## src/rtl/schc_consts.svh

```systemverilog
// Purpose: constants of the smart card host control block
// Assumes: 25 MHz system clock
// Notes: timing figures kept in their own unit, counts derived from them
// Overview of operation
// - select high: controls act live; select low: last values held and used
// - deselected: host data lines weakly pulled up, no data, status floats
// - mode input low selects asynchronous, high selects synchronous cards
// - falling power request starts activation only when a card is present
// - voltage input picks 5.0 or 3.0 volts; sequencer switches converter
// - once enabled by the sequencer, card reset follows host reset input
// - divider inputs: 00 half, 01 full, 10 quarter, 11 half rate
// - divide-by-one follows oscillator waveform, others near 50% duty
// - outside a session status shows card presence; a latched fault keeps it low until the request rises
// - in session, removal or any fault drops status and deactivates
// - synchronous mode: card clock from strobe; async mode ignores strobe
// - buffer output copies the oscillator input, held low while asleep
// - over-current starts deactivation and flags a fault on status
// - either supply supervisor fault triggers deactivation
// - host supply supervisor restarts the wake-up wait and forces deactivation
// - sleep input stops oscillators, card interface and converter
// - presence detection works asleep; insertion raises status
// - normal operation resumes 10 ms after sleep release; status then rises
// - power request falls asleep or during wake-up are ignored
// - async mode holds card reset low 42000 card clocks after clock start
// - deactivation order: reset, clock, data lines, then supply off
`ifndef SCHC_CONSTS_SVH
`define SCHC_CONSTS_SVH
`define SCHC_CLK_HZ 25000000
`define SCHC_WAKE_MS 10
`define SCHC_WAKE_CYCLES (`SCHC_WAKE_MS * (`SCHC_CLK_HZ / 1000))
`define SCHC_STEP_NS 1000
`define SCHC_STEP_CYCLES ((`SCHC_STEP_NS * (`SCHC_CLK_HZ / 1000000) + 999) / 1000)
`define SCHC_RST_HOLD_CLKS 42000
`define SCHC_DIV_HALF_A 2'h0
`define SCHC_DIV_FULL 2'h1
`define SCHC_DIV_QUARTER 2'h2
`endif

```

## src/rtl/schc_pkg.sv

```systemverilog
// Purpose: types of the smart card host control block
// Assumes: nothing
// Notes: control fields grouped so they can be held as one word
package schc_pkg;
    typedef struct packed {
        logic power_request_n;
        logic voltage_select;
        logic host_reset;
        logic sync_mode;
        logic div_hi;
        logic div_lo;
        logic sleep_request;
    } schc_ctrl_type;

    typedef struct packed {
        schc_ctrl_type ctrl;
        logic unit_select;
        logic presence;
        logic over_current;
        logic over_temp;
        logic vcc_fault;
        logic vdd_fault;
        logic osc;
        logic strobe;
        logic [2:0] host_data;
        logic [2:0] card_data;
    } schc_pins_type;

    typedef enum logic [3:0] {
        SEQ_OFF, SEQ_ACT_VCC, SEQ_ACT_IO, SEQ_ACT_CLK, SEQ_ON,
        SEQ_DEACT_RST, SEQ_DEACT_CLK, SEQ_DEACT_IO, SEQ_DEACT_VCC
    } schc_seq_type;
endpackage

```

## src/rtl/schc_host_control.sv

```systemverilog
// Purpose: host side control, sequencer and card clock of a card interface
// Assumes: every pin input except i_clk and i_rst_b is asynchronous to i_clk and is synchronised
// Notes: card clock edges are quantised to the system clock
`include "schc_consts.svh"
module schc_host_control
    import schc_pkg::*;
#(
    parameter int WAKE_CYCLES = `SCHC_WAKE_CYCLES,
    parameter int STEP_CYCLES = `SCHC_STEP_CYCLES,
    parameter int RST_HOLD_CLKS = `SCHC_RST_HOLD_CLKS
) (
    input wire logic i_clk, // system clock
    input wire logic i_rst_b, // async reset, active low
    input wire logic i_unit_select, // chip select, high = live
    input wire logic i_card_power_request_n, // activation request, low
    input wire logic i_card_voltage_select, // 1 = 5.0 V, 0 = 3.0 V
    input wire logic i_host_reset_in, // reset level for the card
    input wire logic i_sync_mode_select, // 1 = synchronous cards
    input wire logic i_div_select_hi, // divider select high bit
    input wire logic i_div_select_lo, // divider select low bit
    input wire logic i_sleep_request, // power-down, active high
    input wire logic i_presence_detect, // card present, high
    input wire logic i_over_current, // card supply over-current
    input wire logic i_over_temp, // die over-temperature
    input wire logic i_vcc_fault, // card supply supervisor fault
    input wire logic i_vdd_fault, // host supply supervisor fault
    input wire logic i_osc_input, // oscillator input
    input wire logic i_strobe, // synchronous card clock source
    input wire logic [2:0] i_host_data, // host data, aux1, aux2 levels
    output logic [2:0] o_host_data, // host line drive value
    output logic [2:0] o_host_data_oe, // host line drive enable
    output logic o_host_weak_pullup, // weak pull-up on host lines
    input wire logic [2:0] i_card_data, // card data, aux1, aux2 levels
    output logic [2:0] o_card_data, // card line drive value
    output logic [2:0] o_card_data_oe, // card line drive enable
    output logic o_status, // status interrupt value
    output logic o_status_oe, // status interrupt drive enable
    output logic o_card_clk, // card clock
    output logic o_card_rst, // card reset
    output logic o_conv_enable, // card supply converter on
    output logic o_conv_5v_select, // converter set point 5.0 V
    output logic o_sleep_state, // lowest power state active
    output logic o_osc_buffer_out // buffered oscillator copy
);
    localparam int WW = $clog2(WAKE_CYCLES + 1);
    localparam int SW = $clog2(STEP_CYCLES + 1);
    localparam int RW = $clog2(RST_HOLD_CLKS + 1);

    generate
        if (WAKE_CYCLES < 1 || STEP_CYCLES < 1 || RST_HOLD_CLKS < 1) begin
            $error("schc_host_control: counts must be at least one");
        end
    endgenerate

    schc_pins_type pins;
    schc_pins_type sync1_reg, sync2_reg;
    schc_ctrl_type held_reg, held_next;

    // gather the pins so one pair of flops synchronises them all
    always_comb begin
        pins.ctrl.power_request_n = i_card_power_request_n;
        pins.ctrl.voltage_select = i_card_voltage_select;
        pins.ctrl.host_reset = i_host_reset_in;
        pins.ctrl.sync_mode = i_sync_mode_select;
        pins.ctrl.div_hi = i_div_select_hi;
        pins.ctrl.div_lo = i_div_select_lo;
        pins.ctrl.sleep_request = i_sleep_request;
        pins.unit_select = i_unit_select;
        pins.presence = i_presence_detect;
        pins.over_current = i_over_current;
        pins.over_temp = i_over_temp;
        pins.vcc_fault = i_vcc_fault;
        pins.vdd_fault = i_vdd_fault;
        pins.osc = i_osc_input;
        pins.strobe = i_strobe;
        pins.host_data = i_host_data;
        pins.card_data = i_card_data;
    end

    // reset levels: request idle high, lines idle high, rest low
    always_ff @(posedge i_clk or negedge i_rst_b) begin
        if (!i_rst_b) begin
            sync1_reg <= '0;
            sync2_reg <= '0;
            sync1_reg.ctrl.power_request_n <= 1'b1;
            sync2_reg.ctrl.power_request_n <= 1'b1;
            sync1_reg.host_data <= 3'h7;
            sync2_reg.host_data <= 3'h7;
            sync1_reg.card_data <= 3'h7;
            sync2_reg.card_data <= 3'h7;
        end else begin
            sync1_reg <= pins;
            sync2_reg <= sync1_reg;
        end
    end

    // held controls track while selected, freeze once deselected
    always_comb begin
        held_next = sync2_reg.unit_select ? sync2_reg.ctrl : held_reg;
    end

    always_ff @(posedge i_clk or negedge i_rst_b) begin
        if (!i_rst_b) begin
            held_reg <= '0;
            held_reg.power_request_n <= 1'b1;
        end else begin
            held_reg <= held_next;
        end
    end

    // sleep state and wake-up stabilisation timer
    logic sleep_reg, sleep_next;
    logic awake_reg, awake_next;
    logic [WW-1:0] wake_cnt_reg, wake_cnt_next;

    always_comb begin
        sleep_next = held_reg.sleep_request;
        awake_next = awake_reg;
        wake_cnt_next = wake_cnt_reg;
        if (held_reg.sleep_request || sync2_reg.vdd_fault) begin
            // supply fault restarts the same wait as power-on
            awake_next = 1'b0;
            wake_cnt_next = '0;
        end else if (!awake_reg) begin
            if (wake_cnt_reg == WW'(WAKE_CYCLES - 1)) begin
                awake_next = 1'b1;
            end else begin
                wake_cnt_next = wake_cnt_reg + 1'b1;
            end
        end
    end

    always_ff @(posedge i_clk or negedge i_rst_b) begin
        if (!i_rst_b) begin
            sleep_reg <= 1'b0;
            awake_reg <= 1'b0;
            wake_cnt_reg <= '0;
        end else begin
            sleep_reg <= sleep_next;
            awake_reg <= awake_next;
            wake_cnt_reg <= wake_cnt_next;
        end
    end

    // activation and deactivation sequencer
    schc_seq_type seq_reg, seq_next;
    logic [SW-1:0] step_reg, step_next;
    logic [RW-1:0] rst_cnt_reg, rst_cnt_next;
    logic req_prev_reg, req_prev_next;
    logic fault_reg, fault_next;
    logic card_clk_reg, card_clk_next;
    logic step_done, req_fall, any_fault, in_session, clk_rise;

    always_comb begin
        step_done = (step_reg == SW'(STEP_CYCLES - 1));
        req_fall = req_prev_reg && !held_reg.power_request_n;
        // removal, either supervisor, heat or over-current
        any_fault = !sync2_reg.presence || sync2_reg.vcc_fault ||
                    sync2_reg.vdd_fault || sync2_reg.over_temp ||
                    sync2_reg.over_current;
        in_session = (seq_reg != SEQ_OFF);
        clk_rise = card_clk_next && !card_clk_reg;
        req_prev_next = held_reg.power_request_n;
        seq_next = seq_reg;
        step_next = step_done ? '0 : step_reg + 1'b1;
        rst_cnt_next = rst_cnt_reg;
        fault_next = fault_reg;
        if (!held_reg.power_request_n == 1'b0) begin
            fault_next = 1'b0;
        end
        case (seq_reg)
            SEQ_OFF: begin
                step_next = '0;
                rst_cnt_next = '0;
                // edge only, and only when awake with a card present
                if (req_fall && awake_reg && !sleep_reg &&
                    sync2_reg.presence) begin
                    seq_next = SEQ_ACT_VCC;
                end
            end
            SEQ_ACT_VCC: if (step_done) seq_next = SEQ_ACT_IO;
            SEQ_ACT_IO: if (step_done) seq_next = SEQ_ACT_CLK;
            SEQ_ACT_CLK: if (step_done) seq_next = SEQ_ON;
            SEQ_ON: step_next = '0;
            SEQ_DEACT_RST: if (step_done) seq_next = SEQ_DEACT_CLK;
            SEQ_DEACT_CLK: if (step_done) seq_next = SEQ_DEACT_IO;
            SEQ_DEACT_IO: if (step_done) seq_next = SEQ_DEACT_VCC;
            SEQ_DEACT_VCC: if (step_done) seq_next = SEQ_OFF;
            default: seq_next = SEQ_OFF;
        endcase
        // reset-hold counter counts card clocks from clock start
        if (clk_rise && rst_cnt_reg != RW'(RST_HOLD_CLKS)) begin
            rst_cnt_next = rst_cnt_reg + 1'b1;
        end
        if (seq_reg inside {SEQ_ACT_VCC, SEQ_ACT_IO, SEQ_ACT_CLK, SEQ_ON})
        begin
            if (any_fault) begin
                fault_next = 1'b1;
                seq_next = SEQ_DEACT_RST;
                step_next = '0;
            end else if (held_reg.power_request_n) begin
                seq_next = SEQ_DEACT_RST;
                step_next = '0;
            end
        end
    end

    // divided clocks from synchronised oscillator edges
    logic osc_prev_reg, osc_prev_next;
    logic div2_reg, div2_next;
    logic div4_reg, div4_next;
    logic osc_rise, clk_on, sel_clk;

    always_comb begin
        osc_prev_next = sync2_reg.osc;
        osc_rise = sync2_reg.osc && !osc_prev_reg;
        div2_next = osc_rise ? !div2_reg : div2_reg;
        div4_next = (osc_rise && !div2_reg) ? !div4_reg : div4_reg;
        case ({held_reg.div_hi, held_reg.div_lo})
            `SCHC_DIV_FULL: sel_clk = sync2_reg.osc;
            `SCHC_DIV_QUARTER: sel_clk = div4_reg;
            default: sel_clk = div2_reg;
        endcase
        // clock runs from its activation step until its stop step
        clk_on = seq_reg inside {SEQ_ACT_CLK, SEQ_ON, SEQ_DEACT_RST};
        if (!clk_on || sleep_reg) begin
            card_clk_next = 1'b0;
        end else if (held_reg.sync_mode) begin
            card_clk_next = sync2_reg.strobe;
        end else begin
            card_clk_next = sel_clk;
        end
    end

    always_ff @(posedge i_clk or negedge i_rst_b) begin
        if (!i_rst_b) begin
            seq_reg <= SEQ_OFF;
            step_reg <= '0;
            rst_cnt_reg <= '0;
            req_prev_reg <= 1'b1;
            fault_reg <= 1'b0;
            card_clk_reg <= 1'b0;
            osc_prev_reg <= 1'b0;
            div2_reg <= 1'b0;
            div4_reg <= 1'b0;
        end else begin
            seq_reg <= seq_next;
            step_reg <= step_next;
            rst_cnt_reg <= rst_cnt_next;
            req_prev_reg <= req_prev_next;
            fault_reg <= fault_next;
            card_clk_reg <= card_clk_next;
            osc_prev_reg <= osc_prev_next;
            div2_reg <= div2_next;
            div4_reg <= div4_next;
        end
    end

    // output stage, all from flops
    logic reception;
    logic [2:0] host_oe_reg, host_oe_next, card_oe_reg, card_oe_next;
    logic [2:0] card_val_reg, card_val_next;
    logic rst_reg, rst_next, status_reg, status_next;
    logic conv_reg, conv_next, osc_buf_reg, osc_buf_next;

    always_comb begin
        reception = sync2_reg.unit_select &&
            (seq_reg inside {SEQ_ACT_IO, SEQ_ACT_CLK, SEQ_ON,
                             SEQ_DEACT_RST, SEQ_DEACT_CLK});
        // open-drain relay; a side never echoes a low it drives itself
        host_oe_next = reception ? (~sync2_reg.card_data & ~card_oe_reg)
                                 : 3'h0;
        card_oe_next = reception ? (~sync2_reg.host_data & ~host_oe_reg)
                                 : 3'h7;
        card_val_next = 3'h0;
        // async mode waits out the hold count before reset may rise
        rst_next = (seq_reg == SEQ_ON) && held_reg.host_reset &&
                   (held_reg.sync_mode ||
                    rst_cnt_reg == RW'(RST_HOLD_CLKS));
        if ((in_session || fault_reg) && !held_reg.power_request_n) begin
            status_next = !fault_reg && !(any_fault && seq_reg != SEQ_OFF
                && seq_reg < SEQ_DEACT_RST);
        end else if (sleep_reg) begin
            status_next = sync2_reg.presence;
        end else begin
            status_next = sync2_reg.presence && awake_reg;
        end
        conv_next = !sleep_reg && seq_reg != SEQ_OFF;
        osc_buf_next = !sleep_reg && sync2_reg.osc;
    end

    always_ff @(posedge i_clk or negedge i_rst_b) begin
        if (!i_rst_b) begin
            host_oe_reg <= 3'h0;
            card_oe_reg <= 3'h7;
            card_val_reg <= 3'h0;
            rst_reg <= 1'b0;
            status_reg <= 1'b0;
            conv_reg <= 1'b0;
            osc_buf_reg <= 1'b0;
        end else begin
            host_oe_reg <= host_oe_next;
            card_oe_reg <= card_oe_next;
            card_val_reg <= card_val_next;
            rst_reg <= rst_next;
            status_reg <= status_next;
            conv_reg <= conv_next;
            osc_buf_reg <= osc_buf_next;
        end
    end

    assign o_host_data = 3'h0;
    assign o_host_data_oe = host_oe_reg;
    assign o_host_weak_pullup = !sync2_reg.unit_select;
    assign o_card_data = card_val_reg;
    assign o_card_data_oe = card_oe_reg;
    assign o_status = status_reg;
    assign o_status_oe = sync2_reg.unit_select;
    assign o_card_clk = card_clk_reg;
    assign o_card_rst = rst_reg;
    assign o_conv_enable = conv_reg;
    assign o_conv_5v_select = held_reg.voltage_select;
    assign o_sleep_state = sleep_reg;
    assign o_osc_buffer_out = osc_buf_reg;
endmodule

```

## config.mk

```make
export PLATFORM = sky130hd
export DESIGN_NAME = schc_host_control
export DESIGN_NICKNAME = d
export VERILOG_FILES = /design/src/rtl/schc_pkg.sv /design/src/rtl/schc_host_control.sv
export VERILOG_INCLUDE_DIRS = /design/src /design/src/rtl
export SDC_FILE = /design/constraint.sdc
export NUM_CORES = 1
export LEC_CHECK = 0
export ABC_AREA = 0
export BUFFER_PORTS_ARGS = -buffer_cell sky130_fd_sc_hd__buf_2
export CAP_MARGIN = 15
export CORE_MARGIN = 2
export CORE_UTILIZATION = 50
export DETAILED_ROUTE_END_ITERATION = 8
export HOLD_SLACK_MARGIN = 0.02
export PLACE_DENSITY = 0.78
export SETUP_SLACK_MARGIN = 0.15
export SLEW_MARGIN = 10
export SYNTH_ARGS = -nofsm -noshare
export SYNTH_HDL_FRONTEND = slang
export SYNTH_SLANG_ARGS = --single-unit
```

## constraint.sdc

```tcl
create_clock -name i_clk -period 1.9 [get_ports i_clk]
set_input_delay 0.285 -clock i_clk [delete_from_list [all_inputs] [get_ports i_clk]]
set_output_delay 0.285 -clock i_clk [all_outputs]
set_load 0.01 [all_outputs]
```

== Word-level counts from Yosys, hierarchy flattened ==
Cells that the tools add are included.

* Output and inout bits: 21
* Bits of input ports: 23
* Register bits: 110

* Reductions and logical operators: 45
* Eq/ne operators: 16
* Add/subtract/negate cells: 3
* Bitwise gates (word level): 6
* Multiplexer cells: 35
* Magnitude comparators: 1

{| class="wikitable"
|+ Operators by type and width
! kind !! count
|-
| 2-to-1 mux 18 bit || 3
|-
| 2-to-1 mux 4 bit || 11
|-
| one-hot mux 4 bit (9 select lines) || 1
|-
| 2-to-1 mux 16 bit || 2
|-
| 2-to-1 mux 5 bit || 5
|-
| adder 18 x 1 -> 18 bit, second input constant || 1
|-
| == test 18 bit, second input constant || 1
|-
| logical AND 1 bit || 18
|-
| adder 16 x 1 -> 16 bit, second input constant || 1
|-
| == test 16 bit, second input constant || 1
|-
| == test 4 x 3 -> 1 bit, second input constant || 4
|-
| != test 16 bit, second input constant || 1
|-
| inverter 3 bit || 4
|-
| logical NOT 1 bit || 11
|-
| 2-to-1 mux 1 bit || 10
|-
| == test 4 x 2 -> 1 bit, second input constant || 2
|-
| logical OR 1 bit || 8
|-
| nonzero test 4 bit || 2
|-
| bitwise AND 3 bit || 2
|-
| 2-to-1 mux 3 bit || 2
|-
| adder 5 x 1 -> 5 bit, second input constant || 1
|-
| == test 5 bit, second input constant || 1
|-
| nonzero test 5 bit || 1
|-
| == test 4 x 1 -> 1 bit, second input constant || 1
|-
| 12 further kinds || 12
|}

== Depth between registers and ports, before layout ==
* Depth in word-level cells: 10
* Depth in mapped cells: 8
* Mapped depth without buffers: 7

== Worst setup path after synthesis ==
Ideal clock, no wire load.

* Path type: register to register
* Start: reg held_reg[1] (netlist bit)
* End: reg rst_cnt_reg[10]
* Cell stages (with the launch flop): 9
* Path slack: -0.048 ns
* Data arrival time: 1.794 ns
* Required time: 1.745 ns
* Clock period less this slack: 1.948 ns
* Library setup time: 0.155 ns
* Cell sequence: dfrtp_1 -> inv_1 -> ha_1 -> nor3b_1 -> a2111oi_4 -> nand4_2 -> buf_6 -> o41ai_1 -> a21oi_1

* Longest elaborated chain between the ends: 7
* Elaborated cells between the ends (all ways): 9
* Those cells by class: eq/ne (2); mux (4); reduce/logical (3)

{| class="wikitable"
|+ Ends and longest elaborated chain
! what !! RTL line !! text
|-
| start, declared || schc_host_control.sv:57 || <nowiki>schc_ctrl_type held_reg, held_next;</nowiki>
|-
| start signal, assigned || schc_host_control.sv:107 || <nowiki>held_reg <= held_next;</nowiki>
|-
| == test 2 bit or == test 2 x 1 -> 1 bit (tied branches) || schc_host_control.sv:219 || <nowiki>case ({held_reg.div_hi, held_reg.div_lo})</nowiki>
|-
| one-hot mux 1 bit (2 select lines) (*) || schc_host_control.sv:219 ||
|-
| 2-to-1 mux 1 bit (*) || schc_host_control.sv:228 || <nowiki>end else if (held_reg.sync_mode) begin</nowiki>
|-
| 2-to-1 mux 1 bit (*) || schc_host_control.sv:226 || <nowiki>if (!clk_on || sleep_reg) begin</nowiki>
|-
| logical AND 1 bit (*) || schc_host_control.sv:162 || <nowiki>clk_rise = card_clk_next && !card_clk_reg;</nowiki>
|-
| logical AND 1 bit (*) || schc_host_control.sv:192 || <nowiki>if (clk_rise && rst_cnt_reg != RW'(RST_HOLD_CLKS)) begin</nowiki>
|-
| 2-to-1 mux 16 bit or nonzero test 2 bit (tied branches) || -- ||
|-
| end signal, assigned || schc_host_control.sv:249 || <nowiki>rst_cnt_reg <= rst_cnt_next;</nowiki>
|-
| end, declared || schc_host_control.sv:148 || <nowiki>logic [RW-1:0] rst_cnt_reg, rst_cnt_next;</nowiki>
|}

Mark *: on every way between the ends. The rest lies on a longest branch, timed or not.
A chain may end at the register's enable or synchronous reset.

== Final worst setup path ==
* Start: reg held_reg[1] (netlist bit)
* End: reg rst_cnt_reg[12]

Same word-level chain as after synthesis.

==> impl_metrics.json <==
{
  "vias": 3323,
  "dp.cells": 554,
  "ant_nets": 0,
  "worst-path-max-fanout": 8,
  "period_share": 1.07,
  "regToRegStartpoint": "held_reg[1]",
  "end_kind": "flop",
  "leakagePower_uw": 0.00267,
  "synth_edf_count": 0,
  "drc": 0,
  "routed_wl_um": 9720,
  "layout_min_cycle_time_ps": 2040,
  "synthFlopType": "dfrtp_1",
  "antenna_found_initial": 0,
  "grt_pass1_wl_um": 15700,
  "cts_buffers": 9,
  "port_buffers": 37,
  "synthAdderAreaFrac": 0.0190,
  "ys_ff_latch": 110,
  "wire_per_inst_um": 16.0,
  "worstSetupPathDepth": 8,
  "use_met1": 0.257,
  "final_core_util": 0.678,
  "globalRoute.busiestLayer": "met2",
  "drv_slew": 0,
  "area.growth.synth_to_final_pct": 29.7,
  "cp_slowest_cell": "dfrtp_1",
  "hp-start": "sync1_reg[0]",
  "irDropWorstVdd_uv": 714,
  "dieArea_mm2": 0.00998,
  "worstRegToRegCells": 8,
  "crit_path_start": "held_reg[1]",
  "seqCellArea_mm2": 0.00278,
  "yosysSeqAreaShare": 0.604,
  "async_flop_share": 1.00,
  "p_per_area_mw_per_mm2": 705,
  "syn_area_per_cell_um2": 11.9,
  "cts_buffer_depth": 2,
  "synth_area_mm2": 0.00460,
  "setup_slack_ps": -141,
  "dp_hpwl_um": 6120,
  "gp_congestion": 0.904,
  "rsz0062_at_grt": "true",
  "start_util": 0.522,
  "coreArea_mm2": 0.00881,
  "hold_path_class": "flop to flop",
  "overflow": 0,
  "path_buf_inv": 2,
  "hold_viol": 0,
  "insertion_delay_ps": 380,
  "io_pins": 44,
  "cp.arrival_ps": 2350,
  "violations": "negative setup slack",
  "yosys.area_share.xor_xnor": 0.0381,
  "grtUsageTotal": 0.199,
  "synthDistinctLibCells": 58,
  "vias_per_cell": 5.46,
  "cp.required_ps": 2210,
  "synth_compound_area_frac": 0.0854,
  "critPathKind": "flop to flop",
  "fin_skew_ps": 20.6,
  "place_ws_ps": -214,
  "rows": 34,
  "htreeDepth": 3,
  "finalNetCount": 526,
  "die_h_um": 99.9,
  "drive_gt1_frac": 0.355,
  "final_cell_mix": "dfrtp_1 (91), buf_4 (47), buf_2 (36)",
  "critPathMaxStageDelay_ps": 400,
  "timing.critical_path.from_type": "flop",
  "path_cells": "inv_2, ha_4, nor3b_4, a2111oi_4, nand4_2, buf_6, nor4_4, mux2i_1",
  "clock_sinks": 110,
  "max_slew_margin": 0.566,
  "yosys.area_share.simple": 0.178,
  "synth_top_family_by_area": "simple AND/OR/NAND/NOR gates",
  "grt_pass1_vias": 3365,
  "rr_endpoint": "rst_cnt_reg[12]",
  "tightest_slew_ps": 652,
  "grt_util_met2": 0.343,
  "fin_cells": 609,
  "crit_end": "rst_cnt_reg[12]",
  "grt_use_met3": 0.0418,
  "insertedDiodeCount": 0,
  "fin_area_mm2": 0.00597,
  "finalSetupViolCount": 10,
  "initialDrtViolationCount": 163,
  "clk_pin_slew_ps": 120,
  "synth_cells": 385,
  "max_freq_mhz": 490,
  "nFillCells": 595,
  "place_area_mm2": 0.00515,
  "first_pass_iters": 4,
  "cts_tree": "done",
  "reg2reg_setup_slack_ps": -140,
  "ys.warnings.count": 0,
  "multi_input_area_mm2": 0.00189,
  "outcome": "complete, but fails checks",
  "largest_register_ffs": 21,
  "die_x_um": 99.9,
  "final_common_cell": "dfrtp_1",
  "grt_max_degree": 42,
  "cts-root-buf": "clkbuf_8",
  "muxShareOfSynthArea": 0.0340,
  "cp_top_family": "simple AND/OR/NAND/NOR gates",
  "maxCapViolations": 0
}
## metal layers
metal | wire length [µm] | part of all wire
met5 | 0 | 0
met4 | 125 | 0.013
met2 | 5020 | 0.52
met1 | 4250 | 0.44
met3 | 323 | 0.033
## report_power, final
part | switching, µW | leakage [µW] | total (µW) | internal [µW]
logic | 148 | 0.00118 | 293 | 146
registers | 63.5 | 0.00138 | 2510 | 2450
clock network | 877 | 0.000103 | 1400 | 524
## stage by stage
step / power, µW / hold slack [ps] / TNS (ps)
after global routing: 4380 / 348 / -1940
after global placement: 2770 / 290 / -237
after floorplan: 2640 / -10.6 / -62.0
after CTS: 4230 / 22.7 / -426
after detailed placement: 2780 / 295 / -1130
final: 4210 / 348 / -573
## area by class of cell
type / instances / area share
multi-input combinational: 246 / 0.316
inverter: 12 / 0.00755
tap: 108 / 0.0226
timing repair buffer: 117 / 0.155
clock inverter: 7 / 0.0124
sequential: 110 / 0.465
clock buffer: 9 / 0.0208
## cells in the mapped netlist, types with 2 or more instances
library cell	instances	area share
a211oi_1	3	0.0049
a21oi_1	11	0.012
buf_2	2	0.0022
nor4_2	4	0.011
buf_6	4	0.0098
ha_1	7	0.019
mux2i_1	10	0.022
nor3_1	9	0.0098
and3_1	9	0.012
nand2_1	34	0.028
nand3_1	20	0.022
nor2_1	31	0.025
or3_1	3	0.0041
nand2b_1	5	0.0068
xor2_1	5	0.0095
nor4b_1	6	0.011
a31o_2	2	0.0038
clkbuf_1	8	0.0065
xnor2_1	15	0.029
and4_1	2	0.0038
nand4_1	7	0.0095
a41o_1	2	0.0044
dfrtp_1	91	0.50
buf_4	7	0.011
and2_1	3	0.0041
o21ai_0	11	0.012
o41ai_1	2	0.0038
mux2_2	5	0.012
dfstp_2	19	0.11
a2111oi_4	2	0.012
nor4_1	3	0.0041
a31oi_1	5	0.0068
nand4bb_1	2	0.0049
inv_1	12	0.0098
## logic make-up (layout without fill, tap and decap cells)
kind of cell	count (synthesis)	in the layout
xor+xnor	20	20
mux	15	15
buf+inv	34	145
fa+ha+maj	7	7
compound gates	50	50
simple gates	148	148
other cells	1	6
flops	110	110
## timing repair
action | CTS | global route
hold buffers | 21 | 1
gates resized for setup | 15 | 35
endpoints found under the setup margin | 19 | 30
setup buffers | 6 | 11
pin swaps | 9 | 13
gates cloned | 0 | 0
endpoints found under the hold margin | 56 | 1
## worst min-delay path by stage
stage,slack (ps),endpoint,cells after the start
6_report,350,sync2_reg[0],0
5_1_grt,350,sync2_reg[0],0
4_1_cts,20,sync1_reg[6],1
3_5_place_dp,290,rst_cnt_reg[4],1
3_3_place_gp,290,rst_cnt_reg[4],1
2_1_floorplan,-10,awake_reg,0
No activity file was read; power rests on OpenSTA's default activity.
